--- src/switch_vendor_control_defs.svh ---
// Purpose: constants for the vendor control register bank
// Assumes: 32-bit word registers at byte offsets in the upstream port space
// Notes: field positions, offsets and reset values live here as macros
// Notes on behaviour
// - bit 0 of sideband control selects two-wire (0) or smbus (1); resets to 1.
// - smbus address in bits 7:1, upper four bits reset to 1101b.
// - lower three address bits loaded from strap pins at reset; writable after.
// - packet error check runs only while bit 9 is 0; bit 9 resets to 1.
// - status bit 29 set on failed error check; write one clears; resets 0.
// - status bit 30 set on unsupported smbus command; write one clears; resets 0.
// - sideband control register exists only in upstream port register space.
// - per-port completion flow enables at bits 1 to 5, reset disabled.
// - single-lane threshold in bits 15:0, resets to 0080h.
// - two-lane threshold in bits 31:16 of same register, resets to 0200h.
// - four-lane threshold bits 15:0 of separate register, resets 0800h; upper reserved.
// - power saving off while bit 0 set; resets 0; default loadable externally.
// - read-only link-layer config field bits 31:16, resets 0004h, default loadable.
// - led control: mode select 4:0, enable bit 5, mode bit 6; all reset zero.
`ifndef SWITCH_VENDOR_CONTROL_DEFS_SVH
`define SWITCH_VENDOR_CONTROL_DEFS_SVH

`define OFF_LINK_CFG     12'h340
`define OFF_SIDEBAND     12'h344
`define OFF_FLOW_EN      12'h350
`define OFF_THR_NARROW   12'h354
`define OFF_THR_WIDE     12'h358
`define OFF_PWR_SAVE     12'h360
`define OFF_LED          12'h364

`define SB_SEL_BIT       0
`define SB_ADDR_HI       7
`define SB_ADDR_LO       1
`define SB_STRAP_HI      3
`define SB_ADDR_TOP_RST  4'hd
`define SB_SEL_RST       1'b1
`define SB_PEC_DIS_BIT   9
`define SB_PEC_DIS_RST   1'b1
`define SB_PEC_FAIL_BIT  29
`define SB_UNSUP_BIT     30

`define LINK_CFG_RST     16'h0004
`define THR_X1_RST       16'h0080
`define THR_X2_RST       16'h0200
`define THR_X4_RST       16'h0800
`define FLOW_EN_LO       1
`define LED_EN_BIT       5
`define LED_MODE_BIT     6
`define LED_SEL_W        5
`define PWR_DIS_BIT      0

`define WIDTH_X1         2'h0
`define WIDTH_X2         2'h1
`define WIDTH_X4         2'h2

`endif

--- src/switch_vendor_control_pkg.sv ---
// Purpose: types for the vendor control register bank
// Assumes: constants come from the defs header
// Notes: link width code as carried per port
package switch_vendor_control_pkg;
    typedef logic [1:0]  link_width_t;
    typedef logic [15:0] threshold_t;
endpackage

--- src/switch_vendor_control_regs.sv ---
// Purpose: upstream-port vendor control and status register bank
// Assumes: one config access per cycle; events are one-cycle pulses on ref_clk_i
// Notes: external default loads take effect on a load strobe, not via config writes
`timescale 1ns/1ps
`include "switch_vendor_control_defs.svh"

module switch_vendor_control_regs #(
    parameter int NUM_PORTS   = 5,
    parameter bit IS_UPSTREAM = 1'b1
) (
    input  wire logic                                  ref_clk_i,
    input  wire logic                                  srst_i,
    input  wire logic                                  cfg_wr_i,
    input  wire logic                                  cfg_rd_i,
    input  wire logic [11:0]                           cfg_addr_i,
    input  wire logic [31:0]                           cfg_wdata_i,
    input  wire logic [3:0]                            cfg_be_i,
    output logic      [31:0]                           cfg_rdata_o,
    output logic                                       cfg_rvalid_o,
    input  wire logic [2:0]                            strap_addr_i,
    input  wire logic                                  pec_fail_i,
    input  wire logic                                  unsup_cmd_i,
    input  wire logic                                  dflt_load_i,
    input  wire logic [15:0]                           dflt_link_cfg_i,
    input  wire logic                                  dflt_pwr_dis_i,
    input  wire logic [NUM_PORTS*2-1:0]                port_width_i,
    output logic                                       smbus_mode_o,
    output logic      [6:0]                            smbus_addr_o,
    output logic                                       pec_check_en_o,
    output logic      [NUM_PORTS-1:0]                  flow_en_o,
    output logic      [NUM_PORTS*16-1:0]               port_threshold_o,
    output logic                                       power_save_en_o,
    output logic      [4:0]                            led_sel_o,
    output logic                                       led_en_o,
    output logic                                       led_mode_o
);
    import switch_vendor_control_pkg::*;

    // elaboration check: the enable field holds at most five ports
    // a wider switch would need a second enable word
    if (NUM_PORTS < 1 || NUM_PORTS > 5) begin : g_bad_ports
        $error("NUM_PORTS must be 1 to 5");
    end

    logic [2:0]       strap_s1;
    logic [2:0]       strap_s2;
    logic [2:0]       strap_s3;
    logic             strap_pend;
    logic             sb_sel_reg;
    logic [6:0]       sb_addr_reg;
    logic             pec_dis_reg;
    logic             pec_fail_reg;
    logic             unsup_reg;
    logic [15:0]      link_cfg_reg;
    logic [NUM_PORTS-1:0] flow_en_reg;
    threshold_t       thr_x1_reg;
    threshold_t       thr_x2_reg;
    threshold_t       thr_x4_reg;
    logic             pwr_dis_reg;
    logic [4:0]       led_sel_reg;
    logic             led_en_reg;
    logic             led_mode_reg;
    logic [31:0]      rdata_next;
    logic [31:0]      wmask;

    // byte enables widened to a bit mask
    assign wmask = {{8{cfg_be_i[3]}}, {8{cfg_be_i[2]}}, {8{cfg_be_i[1]}}, {8{cfg_be_i[0]}}};

    logic wr_link;
    logic wr_sb;
    logic wr_flow;
    logic wr_thn;
    logic wr_thw;
    logic wr_pwr;
    logic wr_led;
    // sideband register decodes only in the upstream instance
    assign wr_link = cfg_wr_i && (cfg_addr_i == `OFF_LINK_CFG);
    assign wr_sb   = cfg_wr_i && IS_UPSTREAM && (cfg_addr_i == `OFF_SIDEBAND);
    assign wr_flow = cfg_wr_i && (cfg_addr_i == `OFF_FLOW_EN);
    assign wr_thn  = cfg_wr_i && (cfg_addr_i == `OFF_THR_NARROW);
    assign wr_thw  = cfg_wr_i && (cfg_addr_i == `OFF_THR_WIDE);
    assign wr_pwr  = cfg_wr_i && (cfg_addr_i == `OFF_PWR_SAVE);
    assign wr_led  = cfg_wr_i && (cfg_addr_i == `OFF_LED);

    // strap pins are asynchronous: three stages, settle when last two agree
    // stages carry no reset: they only follow the pins
    always_ff @(posedge ref_clk_i) begin
        strap_s1 <= strap_addr_i;
        strap_s2 <= strap_s1;
        strap_s3 <= strap_s2;
    end

    // sideband control: select, address, check disable
    always_ff @(posedge ref_clk_i) begin
        if (srst_i) begin
            sb_sel_reg  <= `SB_SEL_RST;
            sb_addr_reg <= {`SB_ADDR_TOP_RST, 3'h0};
            pec_dis_reg <= `SB_PEC_DIS_RST;
            strap_pend  <= 1'b1;
        end else begin
            // strap captured after release, once the synchroniser settles
            if (strap_pend && (strap_s2 == strap_s3)) begin
                sb_addr_reg[2:0] <= strap_s3;
                strap_pend       <= 1'b0;
            end
            if (wr_sb && cfg_be_i[0]) begin
                sb_sel_reg  <= cfg_wdata_i[`SB_SEL_BIT];
                sb_addr_reg <= cfg_wdata_i[`SB_ADDR_HI:`SB_ADDR_LO];
                strap_pend  <= 1'b0;
            end
            if (wr_sb && cfg_be_i[1]) begin
                pec_dis_reg <= cfg_wdata_i[`SB_PEC_DIS_BIT];
            end
        end
    end

    // sticky error flags: a new event wins over a clear in the same cycle
    always_ff @(posedge ref_clk_i) begin
        if (srst_i) begin
            pec_fail_reg <= 1'b0;
            unsup_reg    <= 1'b0;
        end else begin
            if (pec_fail_i && !pec_dis_reg) begin
                pec_fail_reg <= 1'b1;
            end else if (wr_sb && cfg_be_i[3] && cfg_wdata_i[`SB_PEC_FAIL_BIT]) begin
                pec_fail_reg <= 1'b0;
            end
            if (unsup_cmd_i) begin
                unsup_reg <= 1'b1;
            end else if (wr_sb && cfg_be_i[3] && cfg_wdata_i[`SB_UNSUP_BIT]) begin
                unsup_reg <= 1'b0;
            end
        end
    end

    // link-layer config: read-only to config writes, default loadable
    always_ff @(posedge ref_clk_i) begin
        if (srst_i) begin
            link_cfg_reg <= `LINK_CFG_RST;
        end else if (dflt_load_i) begin
            link_cfg_reg <= dflt_link_cfg_i;
        end
    end

    // flow-control enables and thresholds
    always_ff @(posedge ref_clk_i) begin
        if (srst_i) begin
            flow_en_reg <= '0;
            thr_x1_reg  <= `THR_X1_RST;
            thr_x2_reg  <= `THR_X2_RST;
            thr_x4_reg  <= `THR_X4_RST;
        end else begin
            if (wr_flow) begin
                flow_en_reg <= (flow_en_reg & ~wmask[`FLOW_EN_LO +: NUM_PORTS])
                             | (cfg_wdata_i[`FLOW_EN_LO +: NUM_PORTS]
                                & wmask[`FLOW_EN_LO +: NUM_PORTS]);
            end
            if (wr_thn) begin
                thr_x1_reg <= (thr_x1_reg & ~wmask[15:0]) | (cfg_wdata_i[15:0] & wmask[15:0]);
                thr_x2_reg <= (thr_x2_reg & ~wmask[31:16])
                            | (cfg_wdata_i[31:16] & wmask[31:16]);
            end
            if (wr_thw) begin
                thr_x4_reg <= (thr_x4_reg & ~wmask[15:0]) | (cfg_wdata_i[15:0] & wmask[15:0]);
            end
        end
    end

    // power saving disable: config write or external default load
    // a default load outranks a config write landing in the same cycle
    always_ff @(posedge ref_clk_i) begin
        if (srst_i) begin
            pwr_dis_reg <= 1'b0;
        end else if (dflt_load_i) begin
            pwr_dis_reg <= dflt_pwr_dis_i;
        end else if (wr_pwr && cfg_be_i[0]) begin
            pwr_dis_reg <= cfg_wdata_i[`PWR_DIS_BIT];
        end
    end

    // led display control
    always_ff @(posedge ref_clk_i) begin
        if (srst_i) begin
            led_sel_reg  <= '0;
            led_en_reg   <= 1'b0;
            led_mode_reg <= 1'b0;
        end else if (wr_led && cfg_be_i[0]) begin
            led_sel_reg  <= cfg_wdata_i[`LED_SEL_W-1:0];
            led_en_reg   <= cfg_wdata_i[`LED_EN_BIT];
            led_mode_reg <= cfg_wdata_i[`LED_MODE_BIT];
        end
    end

    // read mux; reserved and unmapped bits read zero
    always_comb begin
        rdata_next = 32'h0;
        case (cfg_addr_i)
            `OFF_LINK_CFG: rdata_next[31:16] = link_cfg_reg;
            `OFF_SIDEBAND: begin
                if (IS_UPSTREAM) begin
                    rdata_next[`SB_SEL_BIT]                = sb_sel_reg;
                    rdata_next[`SB_ADDR_HI:`SB_ADDR_LO]   = sb_addr_reg;
                    rdata_next[`SB_PEC_DIS_BIT]            = pec_dis_reg;
                    rdata_next[`SB_PEC_FAIL_BIT]           = pec_fail_reg;
                    rdata_next[`SB_UNSUP_BIT]              = unsup_reg;
                end
            end
            `OFF_FLOW_EN:    rdata_next[`FLOW_EN_LO +: NUM_PORTS] = flow_en_reg;
            `OFF_THR_NARROW: rdata_next = {thr_x2_reg, thr_x1_reg};
            `OFF_THR_WIDE:   rdata_next[15:0] = thr_x4_reg;
            `OFF_PWR_SAVE:   rdata_next[`PWR_DIS_BIT] = pwr_dis_reg;
            `OFF_LED:        rdata_next[`LED_MODE_BIT:0] = {led_mode_reg, led_en_reg, led_sel_reg};
            default:         rdata_next = 32'h0;
        endcase
    end

    // registered read answer, one cycle after the request
    always_ff @(posedge ref_clk_i) begin
        if (srst_i) begin
            cfg_rdata_o  <= 32'h0;
            cfg_rvalid_o <= 1'b0;
        end else begin
            cfg_rvalid_o <= cfg_rd_i;
            cfg_rdata_o  <= cfg_rd_i ? rdata_next : 32'h0;
        end
    end

    // a disabled port shows zero so the consumer never sees a stale threshold
    // per-port threshold chosen by negotiated width; unknown widths use x4
    genvar gp;
    generate
        for (gp = 0; gp < NUM_PORTS; gp++) begin : g_port
            link_width_t w;
            assign w = port_width_i[gp*2 +: 2];
            always_ff @(posedge ref_clk_i) begin
                if (srst_i) begin
                    port_threshold_o[gp*16 +: 16] <= 16'h0;
                end else if (!flow_en_reg[gp]) begin
                    port_threshold_o[gp*16 +: 16] <= 16'h0;
                end else if (w == `WIDTH_X1) begin
                    port_threshold_o[gp*16 +: 16] <= thr_x1_reg;
                end else if (w == `WIDTH_X2) begin
                    port_threshold_o[gp*16 +: 16] <= thr_x2_reg;
                end else begin
                    port_threshold_o[gp*16 +: 16] <= thr_x4_reg;
                end
            end
        end
    endgenerate

    // control outputs registered from the bank
    // pec check and power save enables are the inverse of the stored disable bits
    always_ff @(posedge ref_clk_i) begin
        if (srst_i) begin
            smbus_mode_o    <= `SB_SEL_RST;
            smbus_addr_o    <= {`SB_ADDR_TOP_RST, 3'h0};
            pec_check_en_o  <= 1'b0;
            flow_en_o       <= '0;
            power_save_en_o <= 1'b1;
            led_sel_o       <= '0;
            led_en_o        <= 1'b0;
            led_mode_o      <= 1'b0;
        end else begin
            smbus_mode_o    <= sb_sel_reg;
            smbus_addr_o    <= sb_addr_reg;
            pec_check_en_o  <= !pec_dis_reg;
            flow_en_o       <= flow_en_reg;
            power_save_en_o <= !pwr_dis_reg;
            led_sel_o       <= led_sel_reg;
            led_en_o        <= led_en_reg;
            led_mode_o      <= led_mode_reg;
        end
    end

    // error flags: set, keep and clear
    a_pec_sticky: assert property (@(posedge ref_clk_i) disable iff (srst_i)
        (pec_fail_i && !pec_dis_reg) |=> pec_fail_reg) else $error("pec flag not set");
    a_unsup_sticky: assert property (@(posedge ref_clk_i) disable iff (srst_i)
        unsup_cmd_i |=> unsup_reg) else $error("unsupported flag not set");
    a_w1c_zero_keeps: assert property (@(posedge ref_clk_i) disable iff (srst_i)
        (unsup_reg && !(wr_sb && cfg_be_i[3] && cfg_wdata_i[`SB_UNSUP_BIT]))
        |=> unsup_reg) else $error("unsupported flag lost");
    a_pec_clear: assert property (@(posedge ref_clk_i) disable iff (srst_i)
        (wr_sb && cfg_be_i[3] && cfg_wdata_i[`SB_PEC_FAIL_BIT] && !pec_fail_i)
        |=> !pec_fail_reg) else $error("pec flag not cleared");
    a_unsup_clear: assert property (@(posedge ref_clk_i) disable iff (srst_i)
        (wr_sb && cfg_be_i[3] && cfg_wdata_i[`SB_UNSUP_BIT] && !unsup_cmd_i)
        |=> !unsup_reg) else $error("unsupported flag not cleared");
    a_pec_gate: assert property (@(posedge ref_clk_i) disable iff (srst_i)
        (!pec_fail_reg && !wr_sb && pec_dis_reg) |=> !pec_fail_reg)
        else $error("pec flag set while check disabled");

    // sideband fields after reset and on writes
    a_sb_rst: assert property (@(posedge ref_clk_i) disable iff (srst_i)
        $fell(srst_i) |-> (sb_sel_reg == `SB_SEL_RST && pec_dis_reg == `SB_PEC_DIS_RST
        && sb_addr_reg[6:3] == `SB_ADDR_TOP_RST)) else $error("sideband reset value wrong");
    a_strap_load: assert property (@(posedge ref_clk_i) disable iff (srst_i)
        (strap_pend && strap_s2 == strap_s3 && !(wr_sb && cfg_be_i[0]))
        |=> (sb_addr_reg[2:0] == $past(strap_s3))) else $error("strap bits not loaded");
    a_sel_write: assert property (@(posedge ref_clk_i) disable iff (srst_i)
        (wr_sb && cfg_be_i[0]) |=> (sb_sel_reg == $past(cfg_wdata_i[`SB_SEL_BIT])))
        else $error("select bit not written");
    a_mode_out: assert property (@(posedge ref_clk_i) disable iff (srst_i)
        1'b1 |=> (smbus_mode_o == $past(sb_sel_reg))) else $error("mode output stale");

    // bus answers, read-only field and default loads
    a_rsvd_zero: assert property (@(posedge ref_clk_i) disable iff (srst_i)
        (cfg_rd_i && cfg_addr_i == `OFF_THR_WIDE) |=> (cfg_rdata_o[31:16] == 16'h0))
        else $error("reserved bits nonzero");
    a_unmapped_zero: assert property (@(posedge ref_clk_i) disable iff (srst_i)
        (cfg_rd_i && !(cfg_addr_i inside {`OFF_LINK_CFG, `OFF_SIDEBAND, `OFF_FLOW_EN,
        `OFF_THR_NARROW, `OFF_THR_WIDE, `OFF_PWR_SAVE, `OFF_LED})) |=> (cfg_rdata_o == 32'h0))
        else $error("unmapped word not zero");
    a_rd_latency: assert property (@(posedge ref_clk_i) disable iff (srst_i)
        cfg_rd_i |=> cfg_rvalid_o) else $error("read answer missing");
    a_link_ro: assert property (@(posedge ref_clk_i) disable iff (srst_i)
        (wr_link && !dflt_load_i) |=> $stable(link_cfg_reg))
        else $error("read-only field written");
    a_dflt_load: assert property (@(posedge ref_clk_i) disable iff (srst_i)
        dflt_load_i |=> (link_cfg_reg == $past(dflt_link_cfg_i)
        && pwr_dis_reg == $past(dflt_pwr_dis_i))) else $error("default load missed");
    a_pwr_follow: assert property (@(posedge ref_clk_i) disable iff (srst_i)
        (wr_pwr && cfg_be_i[0] && !dflt_load_i) ##1 !dflt_load_i
        |=> (power_save_en_o == !$past(cfg_wdata_i[`PWR_DIS_BIT], 2)))
        else $error("power save output wrong");
    a_led_write: assert property (@(posedge ref_clk_i) disable iff (srst_i)
        (wr_led && cfg_be_i[0]) |=> (led_sel_reg == $past(cfg_wdata_i[`LED_SEL_W-1:0])))
        else $error("led select not written");

    // per-port threshold selection, watched on port 1
    a_thr_select: assert property (@(posedge ref_clk_i) disable iff (srst_i)
        !flow_en_reg[0] |=> (port_threshold_o[15:0] == 16'h0))
        else $error("threshold on disabled port");
    a_thr_x1: assert property (@(posedge ref_clk_i) disable iff (srst_i)
        (flow_en_reg[0] && port_width_i[1:0] == `WIDTH_X1)
        |=> (port_threshold_o[15:0] == $past(thr_x1_reg))) else $error("x1 threshold wrong");
    a_thr_x2: assert property (@(posedge ref_clk_i) disable iff (srst_i)
        (flow_en_reg[0] && port_width_i[1:0] == `WIDTH_X2)
        |=> (port_threshold_o[15:0] == $past(thr_x2_reg))) else $error("x2 threshold wrong");
    a_thr_x4: assert property (@(posedge ref_clk_i) disable iff (srst_i)
        (flow_en_reg[0] && port_width_i[1:0] != `WIDTH_X1
        && port_width_i[1:0] != `WIDTH_X2)
        |=> (port_threshold_o[15:0] == $past(thr_x4_reg))) else $error("x4 threshold wrong");

endmodule // switch_vendor_control_regs
--- config.mk ---
export PLATFORM = sky130hd
export DESIGN_NAME = switch_vendor_control_regs
export DESIGN_NICKNAME = d
export VERILOG_FILES = /design/src/switch_vendor_control_pkg.sv /design/src/switch_vendor_control_regs.sv
export VERILOG_INCLUDE_DIRS = /design/src /design/src/src
export SDC_FILE = /design/constraint.sdc
export NUM_CORES = 1
export LEC_CHECK = 0
export ABC_AREA = 1
export BUFFER_PORTS_ARGS = -buffer_cell sky130_fd_sc_hd__buf_2
export CAP_MARGIN = 20
export CORE_ASPECT_RATIO = 0.9
export CORE_UTILIZATION = 43
export DETAILED_ROUTE_END_ITERATION = 6
export PLACE_DENSITY = 0.72
export SYNTH_ARGS = -nofsm -noshare
export SYNTH_HDL_FRONTEND = slang
export SYNTH_SLANG_ARGS = --single-unit
export TNS_END_PERCENT = 30
--- constraint.sdc ---
create_clock -name ref_clk_i -period 1.6 [get_ports ref_clk_i]
set_clock_uncertainty 0.05 [all_clocks]
set_input_delay 0.08 -clock ref_clk_i [delete_from_list [all_inputs] [get_ports ref_clk_i]]
set_output_delay 0.08 -clock ref_clk_i [all_outputs]
set_load 0.01 [all_outputs]
After elaboration in Yosys (flattened, before gate mapping)
Index checks and enable logic that the tools add are counted.
- eq/ne operators: 13
- multiplexer cells: 30
- bitwise gates (word level): 20
- reductions and logical operators: 32
- operators with widths (kind ; number):
    $mux 16 ; 10
    $eq 12x10->1 const B ; 7
    $and 16x16->16 ; 5
    $or 16x16->16 ; 3
    $not 16->16 ; 2
    $pmux 13 s2 ; 1
    $pmux 5 s5 ; 1
    $logic_and 1x1->1 ; 15
    $pmux 6 s2 ; 1
    $reduce_or 2->1 ; 6
    $and 5x5->5 ; 2
    $eq 2x1->1 const B ; 5
    $logic_not 2->1 ; 5
    $mux 1 ; 8
    $reduce_bool 2->1 ; 4
    $mux 3 ; 2
    $not 1->1 ; 6
    $pmux 1 s3 ; 2
    $pmux 2 s3 ; 1
    $not 5->5 ; 1
    $or 5x5->5 ; 1
    $pmux 1 s5 ; 1
    $pmux 1 s2 ; 2
    $pmux 1 s4 ; 1
    other kinds (2) ; 3
- register bits after elaboration: 233
- input port bits: 85
- output and inout port bits: 135
- logic and storage cells: 129

Logic depth before layout (Yosys ltp)
- depth in word-level cells: 6
- gate-level depth with buffers: 10
- mapped depth without buffers: 10

Worst setup path after synthesis
OpenSTA, ideal clock, no wires.
- kind: input port to flip-flop
- from: in cfg_addr_i[6]
- to: reg (tool-made name)
- library setup time: 116 ps
- arrival time: 1062 ps
- required time: 1434 ps
- path slack: 372 ps
- stages on the path: 8
- buffers on the path: 1
- path through: inv_1 nor2_4 nand3_4 nor2_2 nand4_2 buf_6 o21ai_0 nor2_1
- RTL lines (element ; RTL line ; RTL):
    start, declared ; switch_vendor_control_regs.sv:15 ; input wire logic [11:0] cfg_addr_i,

==> impl_metrics.yaml <==
timing:
  final-hold-violation-count: 0
  setup_slack_ns: 0.0910
  period_needed_ns: 1.51
  relSlewSlack: 0.561
  worst_pin_slew_ns: 0.657
  final-max-slew-violation-count: 0
  tns_ns: 0
  hold-worst-slack_ns: 0.0412
  grt_setup_unrepaired: "yes"
  post-route-period-util: 0.943
  setup_violations: 0
  fmax_ghz: 0.663
power:
  switching_share: 0.223
  p_clk_frac: 0.487
  p_leak_uw: 0.00623
  combPwrFrac: 0.054
  fin_total_pwr_uw: 12800
  switchingPower_uw: 2860
  p_per_area_nw_per_um2: 1020
  internal_power_uw: 9970
  vdd_drop_max_mv: 0.566
  power_frac_seq: 0.458
finish:
  nets: 1613
  layout_commonest_cell: "nand2_1"
  layout_common_cells: "291 x nand2_1, 233 x dfxtp_1, 219 x buf_2, 182 x inv_1, 115 x nor2_1"
  drive_above_1_share: 0.220
  diodes: 0
  final.fill_count: 1881
  area_delta_synth_final_pct: 36.8
placement:
  gp_congestion: 0.928
  dp_slack_ns: 0.00543
  port_buffers: 219
  dp.final_hpwl_mm: 21.5
synth:
  yosys_warnings: 0
  synthArstFlopShare: 0
  synth_cells: 1202
  synth_nets: 1287
  synth_ff_type: "dfxtp_1"
  synthesis.area_um2: 9190
  avgSynthCellArea_um2: 7.64
  synth.distinct_cells: 32
  yosysSeqAreaShare: 0.508
  ys_seq_elements: 233
  synth_edf_count: 0
clocking:
  cts_root_buf: "clkbuf_16"
  cts.sinks: 233
  cts_buffers: 25
  insertion_delay_ns: 0.54
  clk_pin_slew_ns: 0.06
  h-tree-depth: 1
  tritoncts: "done"
  cts_buffer_depth: 3
critical_path:
  crit_family: "buffers and inverters"
  start_kind: "input port"
  crit_path_end_kind: "flip-flop"
  worstPathCellList: "dlygate4sd3_1 -> buf_2 -> inv_1 -> nor2_1 -> nor2_1 -> dlygate4sd3_1"
  r2r_slack_ns: 0.16
  path_buf_inv: 4
  required_ns: 2.03
  critPathSlowestCell: "dlygate4sd3_1"
  rr_worst_depth: 3
  worst-setup-path-type: "input port to flip-flop"
  cpPeakStageDelay_ns: 0.55
  critPathArrivalTime_ns: 1.94
  critical_path.max_fanout: 16
floorplanning:
  die_h_um: 141
  fp-row-count: 50
  die-area_um2: 22000
  ioPinCount: 220
  die_x_um: 156
  core_um2: 20900
  initial_utilization: 0.440
global_route:
  grt_busiest_layer: "met2"
  grt_pass1_wl_mm: 48.0
  antenna_found_initial: 0
  grt_usage: 0.280
  grt_max_degree: 35
  grt_pass1_vias: 8898
  globalRouteOverflowTotal: 0
  use_met3: 0.0526
  met2_usage: 0.455
  grt_use_met1: 0.371
route:
  avgRoutedWirePerCell_um: 17.1
  viasPerCell: 5.15
  vias: 9436
  remaining_drc_errors: 0
  drt-total-wl_mm: 31.3
  first_iter_violations: 976
  firstDrtPassIters: 6
  ant_nets: 0
hold_path:
  hold_start: "port_width_i[2]"
  hp-class: "input port to flip-flop"
  hold_depth: 5
  hold_end: "port_threshold_o[24]$_SDFF_PP0_"
run:
  cap_violations: 0
run_status:
  outcome: "complete, no violations"
==> power groups by stage <==
| stage | combinational, uW | clock [uW] | sequential [uW] |
|---|---|---|---|
| 2_1_floorplan | 280 | 0 | 6010 |
| 3_3_place_gp | 534 | 0 | 6010 |
| 3_5_place_dp | 539 | 0 | 6010 |
| 4_1_cts | 666 | 6300 | 5880 |
| 5_1_grt | 744 | 6580 | 5880 |
| 6_report | 698 | 6250 | 5880 |
==> routing by layer <==
metal	part of all wire	up-vias	wire, um
met1	0.42	4359	13100
met2	0.46	508	14300
met3	0.094	68	2930
met5	0	-	0
met4	0.030	0	947
li1	-	4501	-
==> metrics by stage <==
stage / cell area, um2 / util / instances
after global placement: 10700 / 0.512 / 1691
final: 12600 / 0.601 / 1833
after global routing: 12600 / 0.601 / 1833
after CTS: 12500 / 0.599 / 1828
after detailed placement: 10700 / 0.512 / 1691
after floorplan: 9190 / - / 1202
==> kinds of logic (layout without fill, tap and decap cells) <==
family                    count (synthesis)  after routing  share of synthesized area
xor gates and xnor gates                  1              1                   0.000954
DFF                                     233            233                      0.508
AOI/OAI and AO/OA                       241            241                      0.156
buffers and inverters                   244            588                      0.106
and+or+nand+nor                         483            484                      0.229
==> what timing repair did <==
action / 4_1_cts / 5_1_grt
endpoints found under the hold margin: 113 / 0
hold buffers: 91 / 0
resized for setup: 1 / 1
pin swaps: 0 / 1
gates cloned: 0 / 1
endpoints found under the setup margin: 1 / 10
buffers inserted: 0 / 4
==> how the worst max path moves through the flow <==
stage,cells after the start,from,end
after floorplan,8,cfg_addr_i[6],flip-flop
after global placement,4,flip-flop,port_threshold_o[73]$_SDFF_PP0_
after detailed placement,4,flip-flop,port_threshold_o[74]$_SDFF_PP0_
after CTS,9,cfg_addr_i[7],flip-flop
after global routing,6,dflt_load_i,link_cfg_reg[3]$_SDFFE_PP0P_
final,6,dflt_load_i,link_cfg_reg[1]$_SDFFE_PP0P_
==> cell type report <==
type | instances | area [um2] | share of cell area
clock inverter | 11 | 183 | 0.0145
inverter | 193 | 744 | 0.0593
timing repair buffer | 349 | 2320 | 0.185
tap | 286 | 358 | 0.0285
clock buffer | 35 | 723 | 0.0576
multi-input combinational | 726 | 3570 | 0.284
sequential | 233 | 4660 | 0.371
==> cells in the mapped netlist (7+ instances only) <==
master | number | share of area
clkbuf_1 | 37 | 0.015
o22ai_1 | 29 | 0.020
buf_2 | 7 | 0.0038
nor2_1 | 116 | 0.047
nand3_1 | 31 | 0.017
a21oi_1 | 69 | 0.038
or2_2 | 9 | 0.0061
dfxtp_1 | 233 | 0.51
o221ai_1 | 48 | 0.046
inv_1 | 182 | 0.074
o21ai_1 | 7 | 0.0038
nand2_1 | 291 | 0.12
o21ai_0 | 83 | 0.045
nand4_1 | 12 | 0.0082
==> worst register-to-register path, stage by stage (launching register included) <==
cell	delay [ns]
dfxtp_1	0.54
nand2_1	0.09
a21oi_1	0.15
dlygate4sd3_1	0.56
Power figures use the tool's default switching activity.
